## config.mk

```make
export PLATFORM = sky130hd
export DESIGN_NAME = rri_exec
export DESIGN_NICKNAME = d
export VERILOG_FILES = /design/src/rri_exec.v /design/src/rri_stack.v
export VERILOG_INCLUDE_DIRS = /design/src
export SDC_FILE = /design/constraint.sdc
export NUM_CORES = 1
export LEC_CHECK = 0
export BUFFER_PORTS_ARGS = -buffer_cell sky130_fd_sc_hd__buf_2
export CAP_MARGIN = 30
export CORE_UTILIZATION = 54
export CTS_CLUSTER_DIAMETER = 30
export DETAILED_ROUTE_END_ITERATION = 12
export GPL_TIMING_DRIVEN = 0
export PLACE_DENSITY_LB_ADDON = 0.2
export SLEW_MARGIN = 20
export SYNTH_ARGS = -nofsm -noshare
export SYNTH_HDL_FRONTEND = slang
export SYNTH_HIERARCHICAL = 1
export SYNTH_SLANG_ARGS = --single-unit
```

## constraint.sdc

```tcl
create_clock -name clk -period 3.4 [get_ports clk]
set_input_delay 0.34 -clock clk [delete_from_list [all_inputs] [get_ports clk]]
set_output_delay 0.34 -clock clk [all_outputs]
set_load 0.02 [all_outputs]
```

## src/rri_consts.vh

```
// Purpose: Constants for the return and rotate execution unit
// Assumes: 14-bit instruction words, 15-bit program counter
// Notes:   Plain and interrupt return opcodes are 14-bit codes, others 6-bit high fields, destination in bit 7
// Functional notes
// - Interrupt return pops stack into PC
// - Interrupt return sets global enable bit 7
// - Returns take one word, two cycles
// - Plain return pops stack, flags untouched
// - Literal return loads W, flags untouched
// - Literal return reloads PC from stack
// - Rotate left through carry, only carry
// - Rotate right through carry, only carry
// - Destination bit selects W or file
`ifndef RRI_CONSTS_VH
`define RRI_CONSTS_VH
`define RRI_OP_RETURN        14'h0008
`define RRI_OP_RET_IRQ       14'h0009
`define RRI_OP_SYS_HI        6'h00
`define RRI_OP_RET_LIT_HI    6'h34
`define RRI_OP_ROT_LEFT_HI   6'h0d
`define RRI_OP_ROT_RIGHT_HI  6'h0c
`define RRI_IRQ_ENABLE_BIT   7
`define RRI_RET_CYCLES       2'h2
`define RRI_PC_RESET         15'h0000
`define RRI_IRQ_CTRL_RESET   8'h00
`endif

```

## src/rri_exec.v

```verilog
// Purpose: Executes return and rotate-through-carry instructions
// Assumes: Operand value of the addressed file register is supplied
// Notes:   Other instructions only advance the PC; CALL pushes via port
`timescale 1ns/100ps
`include "rri_consts.vh"
module rri_exec #(
  parameter AW    = 15,
  parameter DEPTH = 16,
  parameter PW    = 4
) (
  clk,
  rst,
  instr_valid,
  instr,
  file_rd_data,
  call_push,
  call_addr,
  busy,
  pc,
  w_reg,
  carry,
  interrupt_control_reg,
  file_wr_en,
  file_wr_addr,
  file_wr_data,
  stack_ptr
);
  input  wire          clk;
  input  wire          rst;
  input  wire          instr_valid;
  input  wire [13:0]   instr;
  input  wire [7:0]    file_rd_data;
  input  wire          call_push;
  input  wire [AW-1:0] call_addr;
  output wire          busy;
  output wire [AW-1:0] pc;
  output wire [7:0]    w_reg;
  output wire          carry;
  output wire [7:0]    interrupt_control_reg;
  output wire          file_wr_en;
  output wire [6:0]    file_wr_addr;
  output wire [7:0]    file_wr_data;
  output wire [PW-1:0] stack_ptr;

  // Instruction classes
  localparam OP_OTHER     = 3'h0;
  localparam OP_RET       = 3'h1;
  localparam OP_RET_IRQ   = 3'h2;
  localparam OP_RET_LIT   = 3'h3;
  localparam OP_ROT_LEFT  = 3'h4;
  localparam OP_ROT_RIGHT = 3'h5;
  localparam [AW-1:0] PC_STEP = {{(AW-1){1'b0}}, 1'b1};

  wire [AW-1:0] top_of_stack;
  wire          take;
  wire          do_pop;
  wire          do_push;
  wire [7:0]    rot_l;
  wire [7:0]    rot_r;
  reg  [2:0]    op_class;
  reg  [7:0]    rot_res;
  reg           rot_c;
  reg  [1:0]    cyc_r;
  reg  [1:0]    cyc_nxt;
  reg  [AW-1:0] pc_r;
  reg  [AW-1:0] pc_nxt;
  reg  [7:0]    w_r;
  reg  [7:0]    w_nxt;
  reg           carry_r;
  reg           carry_nxt;
  reg  [7:0]    irq_ctrl_r;
  reg  [7:0]    irq_ctrl_nxt;
  reg           wr_en_r;
  reg           wr_en_nxt;
  reg  [6:0]    wr_addr_r;
  reg  [6:0]    wr_addr_nxt;
  reg  [7:0]    wr_data_r;
  reg  [7:0]    wr_data_nxt;

  // Second return cycle refuses new work
  assign busy   = (cyc_r != 2'h0);
  assign take   = instr_valid & ~busy;
  assign do_pop = take & ((op_class == OP_RET) |
                          (op_class == OP_RET_IRQ) |
                          (op_class == OP_RET_LIT));
  // A pop wins over a call push in the same cycle
  assign do_push = call_push & ~do_pop;

  // Opcode decode
  always @* begin
    op_class = OP_OTHER;
    case (instr[13:8])
      `RRI_OP_SYS_HI: begin
        if (instr == `RRI_OP_RETURN) begin
          op_class = OP_RET;
        end else if (instr == `RRI_OP_RET_IRQ) begin
          op_class = OP_RET_IRQ;
        end
      end
      `RRI_OP_RET_LIT_HI: begin
        op_class = OP_RET_LIT;
      end
      `RRI_OP_ROT_LEFT_HI: begin
        op_class = OP_ROT_LEFT;
      end
      `RRI_OP_ROT_RIGHT_HI: begin
        op_class = OP_ROT_RIGHT;
      end
      default: begin
        op_class = OP_OTHER;
      end
    endcase
  end

  assign rot_l = {file_rd_data[6:0], carry_r};
  assign rot_r = {carry_r, file_rd_data[7:1]};

  // Rotate result and outgoing carry
  always @* begin
    rot_res = rot_l;
    rot_c   = file_rd_data[7];
    if (op_class == OP_ROT_RIGHT) begin
      rot_res = rot_r;
      rot_c   = file_rd_data[0];
    end
  end

  rri_stack #(
    .AW    (AW),
    .DEPTH (DEPTH),
    .PW    (PW)
  ) u_stack (
    .clk          (clk),
    .rst          (rst),
    .push         (do_push),
    .pop          (do_pop),
    .push_data    (call_addr),
    .top_of_stack (top_of_stack),
    .stack_ptr    (stack_ptr)
  );

  // Next state of the core registers
  always @* begin
    cyc_nxt      = cyc_r;
    pc_nxt       = pc_r;
    w_nxt        = w_r;
    carry_nxt    = carry_r;
    irq_ctrl_nxt = irq_ctrl_r;
    wr_en_nxt    = 1'b0;
    wr_addr_nxt  = wr_addr_r;
    wr_data_nxt  = wr_data_r;
    if (busy) begin
      cyc_nxt = cyc_r - 2'h1;
    end else if (take) begin
      pc_nxt = pc_r + PC_STEP;
      if (do_pop) begin
        cyc_nxt = `RRI_RET_CYCLES - 2'h1;
        pc_nxt  = top_of_stack;
      end
      case (op_class)
        OP_RET_IRQ: begin
          irq_ctrl_nxt[`RRI_IRQ_ENABLE_BIT] = 1'b1;
        end
        OP_RET_LIT: begin
          w_nxt = instr[7:0];
        end
        OP_ROT_LEFT, OP_ROT_RIGHT: begin
          carry_nxt = rot_c;
          if (instr[7]) begin
            wr_en_nxt   = 1'b1;
            wr_addr_nxt = instr[6:0];
            wr_data_nxt = rot_res;
          end else begin
            w_nxt = rot_res;
          end
        end
        default: begin
          carry_nxt = carry_r;
        end
      endcase
    end
  end

  // State registers, synchronous reset
  always @(posedge clk) begin
    if (rst) begin
      cyc_r      <= 2'h0;
      pc_r       <= `RRI_PC_RESET;
      w_r        <= 8'h00;
      carry_r    <= 1'b0;
      irq_ctrl_r <= `RRI_IRQ_CTRL_RESET;
      wr_en_r    <= 1'b0;
      wr_addr_r  <= 7'h00;
      wr_data_r  <= 8'h00;
    end else begin
      cyc_r      <= cyc_nxt;
      pc_r       <= pc_nxt;
      w_r        <= w_nxt;
      carry_r    <= carry_nxt;
      irq_ctrl_r <= irq_ctrl_nxt;
      wr_en_r    <= wr_en_nxt;
      wr_addr_r  <= wr_addr_nxt;
      wr_data_r  <= wr_data_nxt;
    end
  end

  // Outputs straight from flops
  assign pc                    = pc_r;
  assign w_reg                 = w_r;
  assign carry                 = carry_r;
  assign interrupt_control_reg = irq_ctrl_r;
  assign file_wr_en            = wr_en_r;
  assign file_wr_addr          = wr_addr_r;
  assign file_wr_data          = wr_data_r;

endmodule // rri_exec

```

## src/rri_stack.v

```verilog
// Purpose: Hardware return stack with pointer
// Assumes: Push and pop never requested together
// Notes:   Top entry read data come from a register
`timescale 1ns/100ps
module rri_stack #(
  parameter AW    = 15,
  parameter DEPTH = 16,
  parameter PW    = 4
) (
  clk,
  rst,
  push,
  pop,
  push_data,
  top_of_stack,
  stack_ptr
);
  input  wire          clk;
  input  wire          rst;
  input  wire          push;
  input  wire          pop;
  input  wire [AW-1:0] push_data;
  output reg  [AW-1:0] top_of_stack;
  output reg  [PW-1:0] stack_ptr;

  reg [AW-1:0] mem [0:DEPTH-1];
  wire [PW-1:0] ptr_dec;
  wire [PW-1:0] ptr_inc;
  assign ptr_dec = stack_ptr - {{(PW-1){1'b0}}, 1'b1};
  assign ptr_inc = stack_ptr + {{(PW-1){1'b0}}, 1'b1};

  always @(posedge clk) begin
    if (push) begin
      mem[stack_ptr] <= push_data;
    end
  end

  always @(posedge clk) begin
    if (rst) begin
      stack_ptr    <= {PW{1'b1}};
      top_of_stack <= {AW{1'b0}};
    end else if (push) begin
      stack_ptr    <= ptr_inc;
      top_of_stack <= push_data;
    end else if (pop) begin
      stack_ptr    <= ptr_dec;
      top_of_stack <= mem[ptr_dec - {{(PW-1){1'b0}}, 1'b1}];
    end
  end
endmodule // rri_stack

```

# --- Yosys cells after proc, flatten, opt, wreduce, memory -nomap -nowiden ---
# Memories as Yosys holds them, arrays and structs flattened.
# Cells that the tools add are included.
# Widths: inputs -> output; s select.
classes:
  mux: 18
  eq_ne: 11
  n_reduce_logical: 14
  bitwise: 9
  n_addsub: 5
op_table:
  columns: ["operator", "count"]
  rows:
  - ["$mux 15", 3]
  - ["$eq 14x4->1 const B", 2]
  - ["$mux 8", 2]
  - ["$pmux 8 s2", 1]
  - ["$add 15x1->15 const B", 1]
  - ["$eq 6x4->1 const B", 2]
  - ["$pmux 3 s4", 1]
  - ["$mux 2", 5]
  - ["$reduce_bool 2->1", 5]
  - ["$mux 4", 2]
  - ["$reduce_and 4->1", 2]
  - ["$sub 4x1->4 const B", 2]
  - ["$eq 3x2->1 const B", 2]
  - ["$eq 3x3->1 const B", 2]
  - ["$eq 6x6->1 const B", 1]
  - ["$logic_not 6->1", 1]
  - ["$reduce_and 3->1", 2]
  - ["$add 4x1->4 const B", 1]
  - ["$mux 1", 4]
  - ["$not 1->1", 4]
  - ["$reduce_and 2->1", 2]
  - ["$reduce_or 4->1", 1]
  - ["$and 1x1->1", 3]
  - ["$eq 3x1->1 const B", 1]
  - ["4 further kinds", 5]
totals:
  regBits: 62
  ram_bits: 240
  mem_count: 1
memory_table:
  columns: ["memory", "depth", "word_bits", "rd", "rd_ports_with_merged_regs", "write_ports", "line", "source"]
  rows:
  - ["u_stack.mem", 16, 15, 1, 0, 1, "rri_stack.v:26", "reg [AW-1:0] mem [0:DEPTH-1];"]

# --- Longest topological paths before layout ---
# Gate-level depths: netlist (run 1).
depth:
  word_depth: 12
  depth_mapped: 10
  ltp_nobuf: 9

# --- Cells and area by module ---
# The synthesis (run 1) kept the hierarchy.
by_module_without_submodules:
  columns: ["mod", "area_per_inst_um2", "cells_each", "n_inst", "seq_area_each_um2"]
  rows:
  - ["rri_stack", 10371.2, 494, 1, 7587.3]
  - ["rri_exec", 2296.0, 259, 1, 860.8]

# --- Least setup slack after synthesis (run 1) ---
# Ideal clock, no wire load.
synth_timing:
  path_type: "input to register"
  startpoint: "input instr[13]"
  endpoint: "memory u_stack.mem[0][0], enable pin"
  required_time_ns: 2.994
  t_arrival_ns: 3.124
  setup_slack_ns: -0.130
  stages: 9
  cell_sequence: "nor3_4 -> and3_4 -> a211o_4 -> buf_4 -> and2_1 -> buf_1 -> clkbuf_1 -> nand2_1 -> nor3_1"
synth_between:
  elab_chain_cells: 12
synth_lines:
  columns: ["element", "line", "source"]
  rows:
  - ["start: declaration", "rri_exec.v:31", "input wire [13:0] instr;"]
  - ["$eq 14x4->1 (no line)", null, null]
  - ["$mux 2", "rri_exec.v:96", "end else if (instr == `RRI_OP_RET_IRQ) begin"]
  - ["$mux 2", "rri_exec.v:94", "if (instr == `RRI_OP_RETURN) begin"]
  - ["$pmux 3 s4 (*)", "rri_exec.v:92", "case (instr[13:8])"]
  - ["$eq 3x1->1 or $eq 3x2->1 (tied branches)", "rri_exec.v:83, rri_exec.v:84", null]
  - ["$or 1x1->1", "rri_exec.v:83", "assign do_pop = take & ((op_class == OP_RET) |"]
  - ["$or 1x1->1 (*)", "rri_exec.v:84", "(op_class == OP_RET_IRQ) |"]
  - ["$and 1x1->1 (*)", "rri_exec.v:83", null]
  - ["$not 1->1 (*)", "rri_exec.v:87", "assign do_push = call_push & ~do_pop;"]
  - ["$and 1x1->1 (*)", "rri_exec.v:87", null]
  - ["net do_push", "rri_exec.v:57", "wire do_push;"]
  - ["$mux 1 (*)", "rri_stack.v:33", "if (push) begin"]
  - ["$mux 1 (implied by the code) (*)", "rri_stack.v:34", "mem[stack_ptr] <= push_data;"]
  - ["end: declaration", "rri_stack.v:26", null]
# Mark *: on every way through the listed nets, which the timed path passes. The rest lies on a longest branch.

# --- Worst setup path in the final report (run 1) ---
layout_timing:
  startpoint: "register cyc_r[0]"
  endpoint: "memory u_stack.mem[4][12], enable pin"
layout_between:
  elab_chain_cells: 8
layout_lines:
  columns: ["element", "line", "source"]
  rows:
  - ["start: declaration", "rri_exec.v:63", "reg [1:0] cyc_r;"]
  - ["start signal: assignment", "rri_exec.v:196", "cyc_r <= cyc_nxt;"]
  - ["$reduce_bool 2->1", "rri_exec.v:81", "assign busy = (cyc_r != 2'h0);"]
  - ["$not 1->1 (no line)", null, null]
  - ["$and 1x1->1", "rri_exec.v:82", "assign take = instr_valid & ~busy;"]
  - ["$and 1x1->1", "rri_exec.v:83", null]
  - ["$not 1->1", "rri_exec.v:87", null]
  - ["$and 1x1->1", "rri_exec.v:87", null]
  - ["net do_push", "rri_exec.v:57", null]
  - ["$mux 1", "rri_stack.v:33", null]
  - ["$mux 1 (implied by the code)", "rri_stack.v:34", null]
# The timed path passes the listed nets, and every way through them passes these cells.

==> results.md, run 1 <==
* Hold path startpoint: instr[1]
* Htree depth at 2
* Share of layout cells above drive strength 1 at 39.21%
* Die Area at 24070 um^2
* First-pass GRT wire length at between 40000 and 50000 um
* Ys async rst share at 0%
* Max Buffers Root-to-Sink at 3
* DRT Wirelength at 28660 um
* Avg WL per Cell at 22.44 um
* Initial core utilization at 55.44%
* Vert. Die Dim at 155.2 um
* Starting DRC count in detailed routing at a little under 800
* R2R Path Start: cyc_r[0]$_SDFFE_PP0P_
* Cell Count Post-Placement at around 1200
* Core Region at 22850 um^2
* Crit Path Category: flip-flop to flip-flop
* Startpoint Class: flip-flop
* Clock tree root buffer cell: clkbuf_16
* Critical Path Stages at 9
* Worst Hold End: file_wr_addr[1]$_SDFFE_PP0P_
* Post-route cell area at 15650 um^2
* Min Tclk post-route at 3.211 ns
* Number of routed nets with antenna violations at 0
* Min-delay worst type: input port to flip-flop
* Layout Nets at 965
* CTS Sinks at 302
* CP Capture Type: flip-flop
* Ports at 94
* Final-report setup violation count at 0
* Seq/Total Area, Yosys at 66.69%
* Main synth FF type: edfxtp_1
* Post-CTS Hold Buffers at 0
* FMAX at around 0.31 GHz
* Largest register FFs at 240
* Number of buffers created by CTS at 55
* Via/cell ratio at 5.908
* Final HPWL from detailed placement at slightly below 20000 um
* Commonest non-fill, non-tap cells in the layout: 240 x edfxtp_1, 95 x buf_2, 62 x dfxtp_1, 60 x mux4_2, 56 x clkbuf_16
* Die X at 155.2 um
* Via count at 7545
* Reg2Reg Setup Slack at 0.19 ns
* Final hold vios at 0
* GRT Util Overall at 24.81%
* Layout Area Growth over Synthesis at 23.51%
* Cell Count, Final, Fillers Out at about 1300
* WP data arrival at 3.45 ns
* Utilization after layout at 68.48%
* Row cnt at 55
* Slowest-stage cell, CP: clkbuf_1
* RSZ-0062 raised after global routing: no
* FF-to-FF path depth at 9
* Actual slew at the worst max-slew pin at ~0.85 ns
* Biggest register: u_stack/mem
* DRC Markers at 0
* Antenna violations before repair at 1
* Fillers at 1515
* Clock skew at 0.01469 ns
* Mapped Cells at 753
* Clock-pin slew on the worst setup and hold paths at 0.05 ns
* Slew Viols, Final at 0
* Most common cell after layout, fill and taps aside: edfxtp_1
* WHS at approximately 0.07 ns
* Worst VDD drop at 484.2 uV
* Crit Reg-Reg Endpoint: u_stack/mem[4][12]$_DFFE_PP_
* Ant. Diodes at 0
* Run status: finished, final reports clean
* Placed inst area at roughly 14000 um^2
* Leak Pwr at 0.005565 uW
* Global route overflow at 0
* Hold Path Cell Cnt at 3
* RePlAce Congestion at 0.9393
* IO buf count at 85
* Largest net degree at the start of global routing at 18
* Cell chain of the critical path: or3b_4 > a211o_4 > buf_4 > and2_1 > clkbuf_2 > clkbuf_1 > nand2_1 > nor2_2 > buf_6
* Final Cycle Share at 94.44%
* Maximum fanout along the worst path at 11
* Drt pass-1 iters at 7
* Seq cells post-synth at roughly 300
* Crit path required time at 3.64 ns
* Synth warn at 6
* Vias in the first global route at 7688
* Unique masters post-synth at 65
* Bufs and invs on worst path at 4
* Post-synth EDFFs at between 200 and 250
* Clk_lat worst skew at 0.56 ns
* Netlist Area Pre-Place at 12670 um^2
* Slowest stage delay, CP at 0.43 ns
* Pwr per Cell Area at 658.2 nW/um^2
* CTS tree: done
* Crit path max-delay family: simple AND/OR/NAND/NOR gates
* Avg Inst Size Synth at about 17 um^2
* Slew margin rel. at 43.36%
* Maxcap violations at 0
## where the power goes
part           internal (uW)  switching [uW]
combinational            378             532
clock                   3410            1850
sequential              4090            46.2
total                   7870            2430
## synthesized netlist by cell type, types with 9 or more instances
master / instances / area [um^2]
nand2_1: 42 / 157.7
dfxtp_1: 62 / 1241
mux2_2: 20 / 225.2
buf_4: 14 / 105.1
mux4_2: 60 / 1351
o21ai_0: 11 / 55.05
nor3_1: 9 / 45.04
a21oi_1: 15 / 75.07
nor2_1: 36 / 135.1
mux2i_1: 18 / 180.2
buf_2: 10 / 50.05
inv_1: 17 / 63.81
a221oi_2: 25 / 375.4
mux2_1: 10 / 112.6
clkbuf_1: 19 / 71.32
edfxtp_1: 240 / 7207
nand3_1: 26 / 130.1
## what timing repair did
action,in CTS,in global routing
resized for setup,7,7
buffers inserted,4,0
cloned,0,0
endpoints found under the hold margin,0,0
setup endpoints to repair,82,104
pin swaps,3,0
## cell type report
type / instances / area, um^2 / area share, %
inverter: 20 / 75.07 / 0.4798
clock buffer: 69 / 1470 / 9.397
multi-input combinational: 385 / 3950 / 25.25
sequential: 302 / 8448 / 54.00
tap: 313 / 391.6 / 2.503
buffer: 52 / 314.1 / 2.007
clock inverter: 34 / 354.1 / 2.263
timing repair buffer: 102 / 641.9 / 4.103
## cells by family after synthesis
| family | synth area share [%] |
|---|---|
| flops | 66.69 |
| simple gates | 6.322 |
| mux | 15.17 |
| compound gates | 7.171 |
| buf+inv | 3.003 |
| xor+xnor | 1.018 |
| fa+ha+maj | 0.5926 |
| other cells | 0.02960 |
## tightest hold or removal path, cell delays in order
cell	delay, ns
buf_2	0.12
nand2_1	0.05
a21oi_1	0.05
## layer usage
metal	up-vias	GRT usage [%]	share of wire, %
met5	-	0	0.028
met4	2	8.109	2.1
met3	51	5.320	6.1
met2	306	41.63	50
met1	3846	32.41	42
li1	3340	-	-
## worst max-delay path by stage
stage	startpoint	end
floorplan	instr[13]	u_stack/mem[12][0]$_DFFE_PP_
global placement	instr[13]	u_stack/mem[5][4]$_DFFE_PP_
detailed placement	instr[13]	u_stack/mem[0][8]$_DFFE_PP_
CTS	cyc_r[0]$_SDFFE_PP0P_	u_stack/mem[4][12]$_DFFE_PP_
global route	u_stack/stack_ptr[0]$_SDFFE_PP1P_	u_stack/top_of_stack[3]$_SDFFE_PP0P_
finish	cyc_r[0]$_SDFFE_PP0P_	u_stack/mem[4][12]$_DFFE_PP_
## per-stage QoR
stage               total power [uW]  setup slack (ns)  setup TNS [ns]
global route                   10590           0.05419               0
global placement                5050           -0.9451         -164.83
finish                         10300            0.1891               0
detailed placement              5100           -0.4994          -50.33
floorplan                       4775            0.2665               0
CTS                            10360          0.007047               0
No activity file was read; power rests on OpenSTA's default activity.
==> inputs of run 2 (changes only) <==
- CORE_MARGIN: unset -> 2
- RECOVER_POWER: unset -> 50
==> results.md, run 2 (synthesis gave the netlist of run 1 again) <==
* Hold path startpoint: instr[0]
* Crit Reg-Reg Endpoint: u_stack/top_of_stack[5]$_SDFFE_PP0P_
* FF-to-FF path depth at 10 (+1)
* CTS Sinks at 302 (unchanged)
* Crit Path Category: flip-flop to flip-flop
* Layout Nets at 964 (-0.10%)
* RePlAce Congestion at 0.9497 (+1.1%)
* Ant. Diodes at 0 (unchanged)
* Global-route met3 utilization at 5.396% (+0.076 points)
* Utilization after layout at 66.53% (-1.9 points)
* Max Buffers Root-to-Sink at 3 (unchanged)
* Fillers at 1611 (+6.3%)
* Leak Pwr at 0.005299 uW (-4.8%)
* Share of layout cells above drive strength 1 at 32.15% (-7.1 points)
* Initial core utilization at 54.45% (-0.99 points)
* Final worst slack at 0.1270 ns (-0.06213 ns)
* Final HPWL from detailed placement at 19990 um (+2.6%)
* R2R Path Start: u_stack/stack_ptr[0]$_SDFFE_PP1P_
* Final setup TNS at 0 ns (unchanged)
* Final Cycle Share at 96.27% (+1.8 points)
* Number of routed nets with antenna violations at 0 (unchanged)
* Htree depth at 2 (unchanged)
* M1 GR Usage at 32.01% (-0.41 points)
* Vias in the first global route at 7787 (+1.3%)
* DRC Markers at 0 (unchanged)
* Via/cell ratio at 6.038 (+2.2%)
* Starting DRC count in detailed routing at 688 (-13%)
* Layout Area Growth over Synthesis at 22.18%
* Run status: finished, final reports clean
* IO buf count at 85 (unchanged)
* GRT Util Overall at 24.86% (+0.056 points)
* Slew margin rel. at 40.07% (-3.3 points)
* Pwr per Cell Area at 655.7 nW/um^2 (-0.38%)
* WHS at 0.08489 ns (+0.01337 ns)
* Vert. Die Dim at 157.2 um (+1.3%)
* Drt pass-1 iters at 5 (-2)
* First-pass GRT wire length at 45260 um (+2.7%)
* Clock-pin slew on the worst setup and hold paths at 0.05 ns (about the same)
* Largest register FFs at 240 (unchanged)
* CTS tree: done
* Reg2Reg Setup Slack at 0.13 ns (-0.06 ns)
* RSZ-0062 raised after global routing: no
* FMAX at 0.3055 GHz (-1.9%)
* Min-delay worst type: input port to flip-flop
* Top Usage Layer GRT: met2
* Clock skew at 0.01096 ns (-0.003739 ns)
* DRT Wirelength at 30190 um (+5.3%)
* Biggest register: u_stack/mem
* Final hold vios at 0 (unchanged)
* Global routing usage on met2 at 41.82% (+0.18 points)
* Largest net degree at the start of global routing at 18 (unchanged)
* Final-report setup violation count at 0 (unchanged)
* Crit path required time at 3.80 ns (+0.16 ns)
* Core Region at 23260 um^2 (+1.8%)
* Flop pwr share at 40.8% (+0.7 points)
* Via count at 7729 (+2.4%)
* Post-place setup slack at -0.4870 ns (+0.01249 ns)
* Worst VDD drop at 518.6 uV (+7.1%)
* Int Pwr at 7836 uW (-0.46%)
* Avg WL per Cell at 23.58 um (+5.1%)
* Slew Viols, Final at 0 (unchanged)
* Die X at 157.2 um (+1.3%)
* Min Tclk post-route at 3.273 ns (+0.06213 ns)
* Clock tree root buffer cell: clkbuf_16
* CP Capture Type: flip-flop
* Clock network power share at 50.2% (-0.8 points)
* Switch share at 22.78% (-0.77 points)
* Number of buffers created by CTS at 54 (-1.8%)
* P_sw at 2312 uW (-4.7%)
* Maximum fanout along the worst path at 10 (-1)
* Commonest non-fill, non-tap cells in the layout: 240 x edfxtp_1, 85 x clkbuf_1, 62 x dfxtp_1, 60 x mux4_2, 54 x clkbuf_16
* Antenna violations before repair at 0 (-1)
* Die Area at 24700 um^2 (+2.6%)
* Actual slew at the worst max-slew pin at 0.8970 ns (+0.05199 ns)
* Row cnt at 56 (+1.8%)
* WP data arrival at 3.67 ns (+0.22 ns)
* Maxcap violations at 0 (unchanged)
* Clk_lat worst skew at 0.55 ns (about the same)
* Most common cell after layout, fill and taps aside: edfxtp_1
* Worst Hold End: file_wr_addr[0]$_SDFFE_PP0P_
* Startpoint Class: flip-flop
* Hold Path Cell Cnt at 3 (unchanged)
* Global route overflow at 0 (unchanged)
* Ports at 94 (unchanged)
* Comb pwr share at 9.0% (+0.2 points)
==> run 2: repair_timing <==
item | 4_1_cts | 5_1_grt
setup endpoints to repair | 68 | 114
gates resized for setup | 4 | 7
setup buffers | 4 | 0
hold buffers | 0 | 0
pin swaps | 3 | 0
==> run 2: worst max-delay path by stage <==
stage	endpoint	start
finish	u_stack/top_of_stack[5]$_SDFFE_PP0P_	u_stack/stack_ptr[0]$_SDFFE_PP1P_
global route	u_stack/top_of_stack[5]$_SDFFE_PP0P_	u_stack/stack_ptr[0]$_SDFFE_PP1P_
CTS	u_stack/top_of_stack[8]$_SDFFE_PP0P_	u_stack/stack_ptr[0]$_SDFFE_PP1P_
detailed placement	u_stack/mem[2][9]$_DFFE_PP_	instr[10]
global placement	u_stack/mem[12][8]$_DFFE_PP_	instr[13]
floorplan	u_stack/mem[12][0]$_DFFE_PP_	instr[13]
==> run 2: area by class of cell <==
| cell class | count | area (um^2) | share of cell area (%) |
|---|---|---|---|
| Buffer | 52 | 306.5 | 1.981 |
| Clock buffer | 69 | 1448 | 9.353 |
| Clock inverter | 31 | 322.8 | 2.086 |
| Inverter | 20 | 75.07 | 0.4850 |
| Multi-Input combinational cell | 385 | 3915 | 25.30 |
| Sequential cell | 302 | 8448 | 54.58 |
| Tap cell | 319 | 399.1 | 2.579 |
| Timing Repair Buffer | 102 | 563.0 | 3.638 |
==> run 2: worst max-delay path, stage by stage (launching register included) <==
cell      delay (ns)
dfxtp_1         0.43
buf_6           0.22
buf_2           0.36
inv_2           0.12
ha_1            0.31
buf_4           0.21
clkbuf_2        0.37
mux4_2          0.37
mux2_2          0.32
a221oi_2        0.29
a221oi_2        0.10
==> run 2: routing by layer <==
layer / part of all wire (%) / vias to the layer above
met5: 0 / -
met4: 3.1 / 0
met3: 7.7 / 86
met2: 49 / 396
met1: 40 / 3898
li1: - / 3349
==> run 2: power groups by stage <==
stage / combinational, uW / sequential (uW) / clock (uW)
floorplan: 578 / 4200 / 0
global placement: 860 / 4200 / 0
detailed placement: 908 / 4200 / 0
CTS: 917 / 4130 / 5170
global route: 969 / 4140 / 5340
finish: 915 / 4140 / 5100
==> run 2: per-stage QoR <==
step           area, um^2  total power (uW)  instances
2_1_floorplan       12700              4775        759
3_3_place_gp        13530              5056       1163
3_5_place_dp        13740              5109       1176
4_1_cts             15570             10220       1280
5_1_grt             15480             10450       1280
6_report            15480             10150       1280
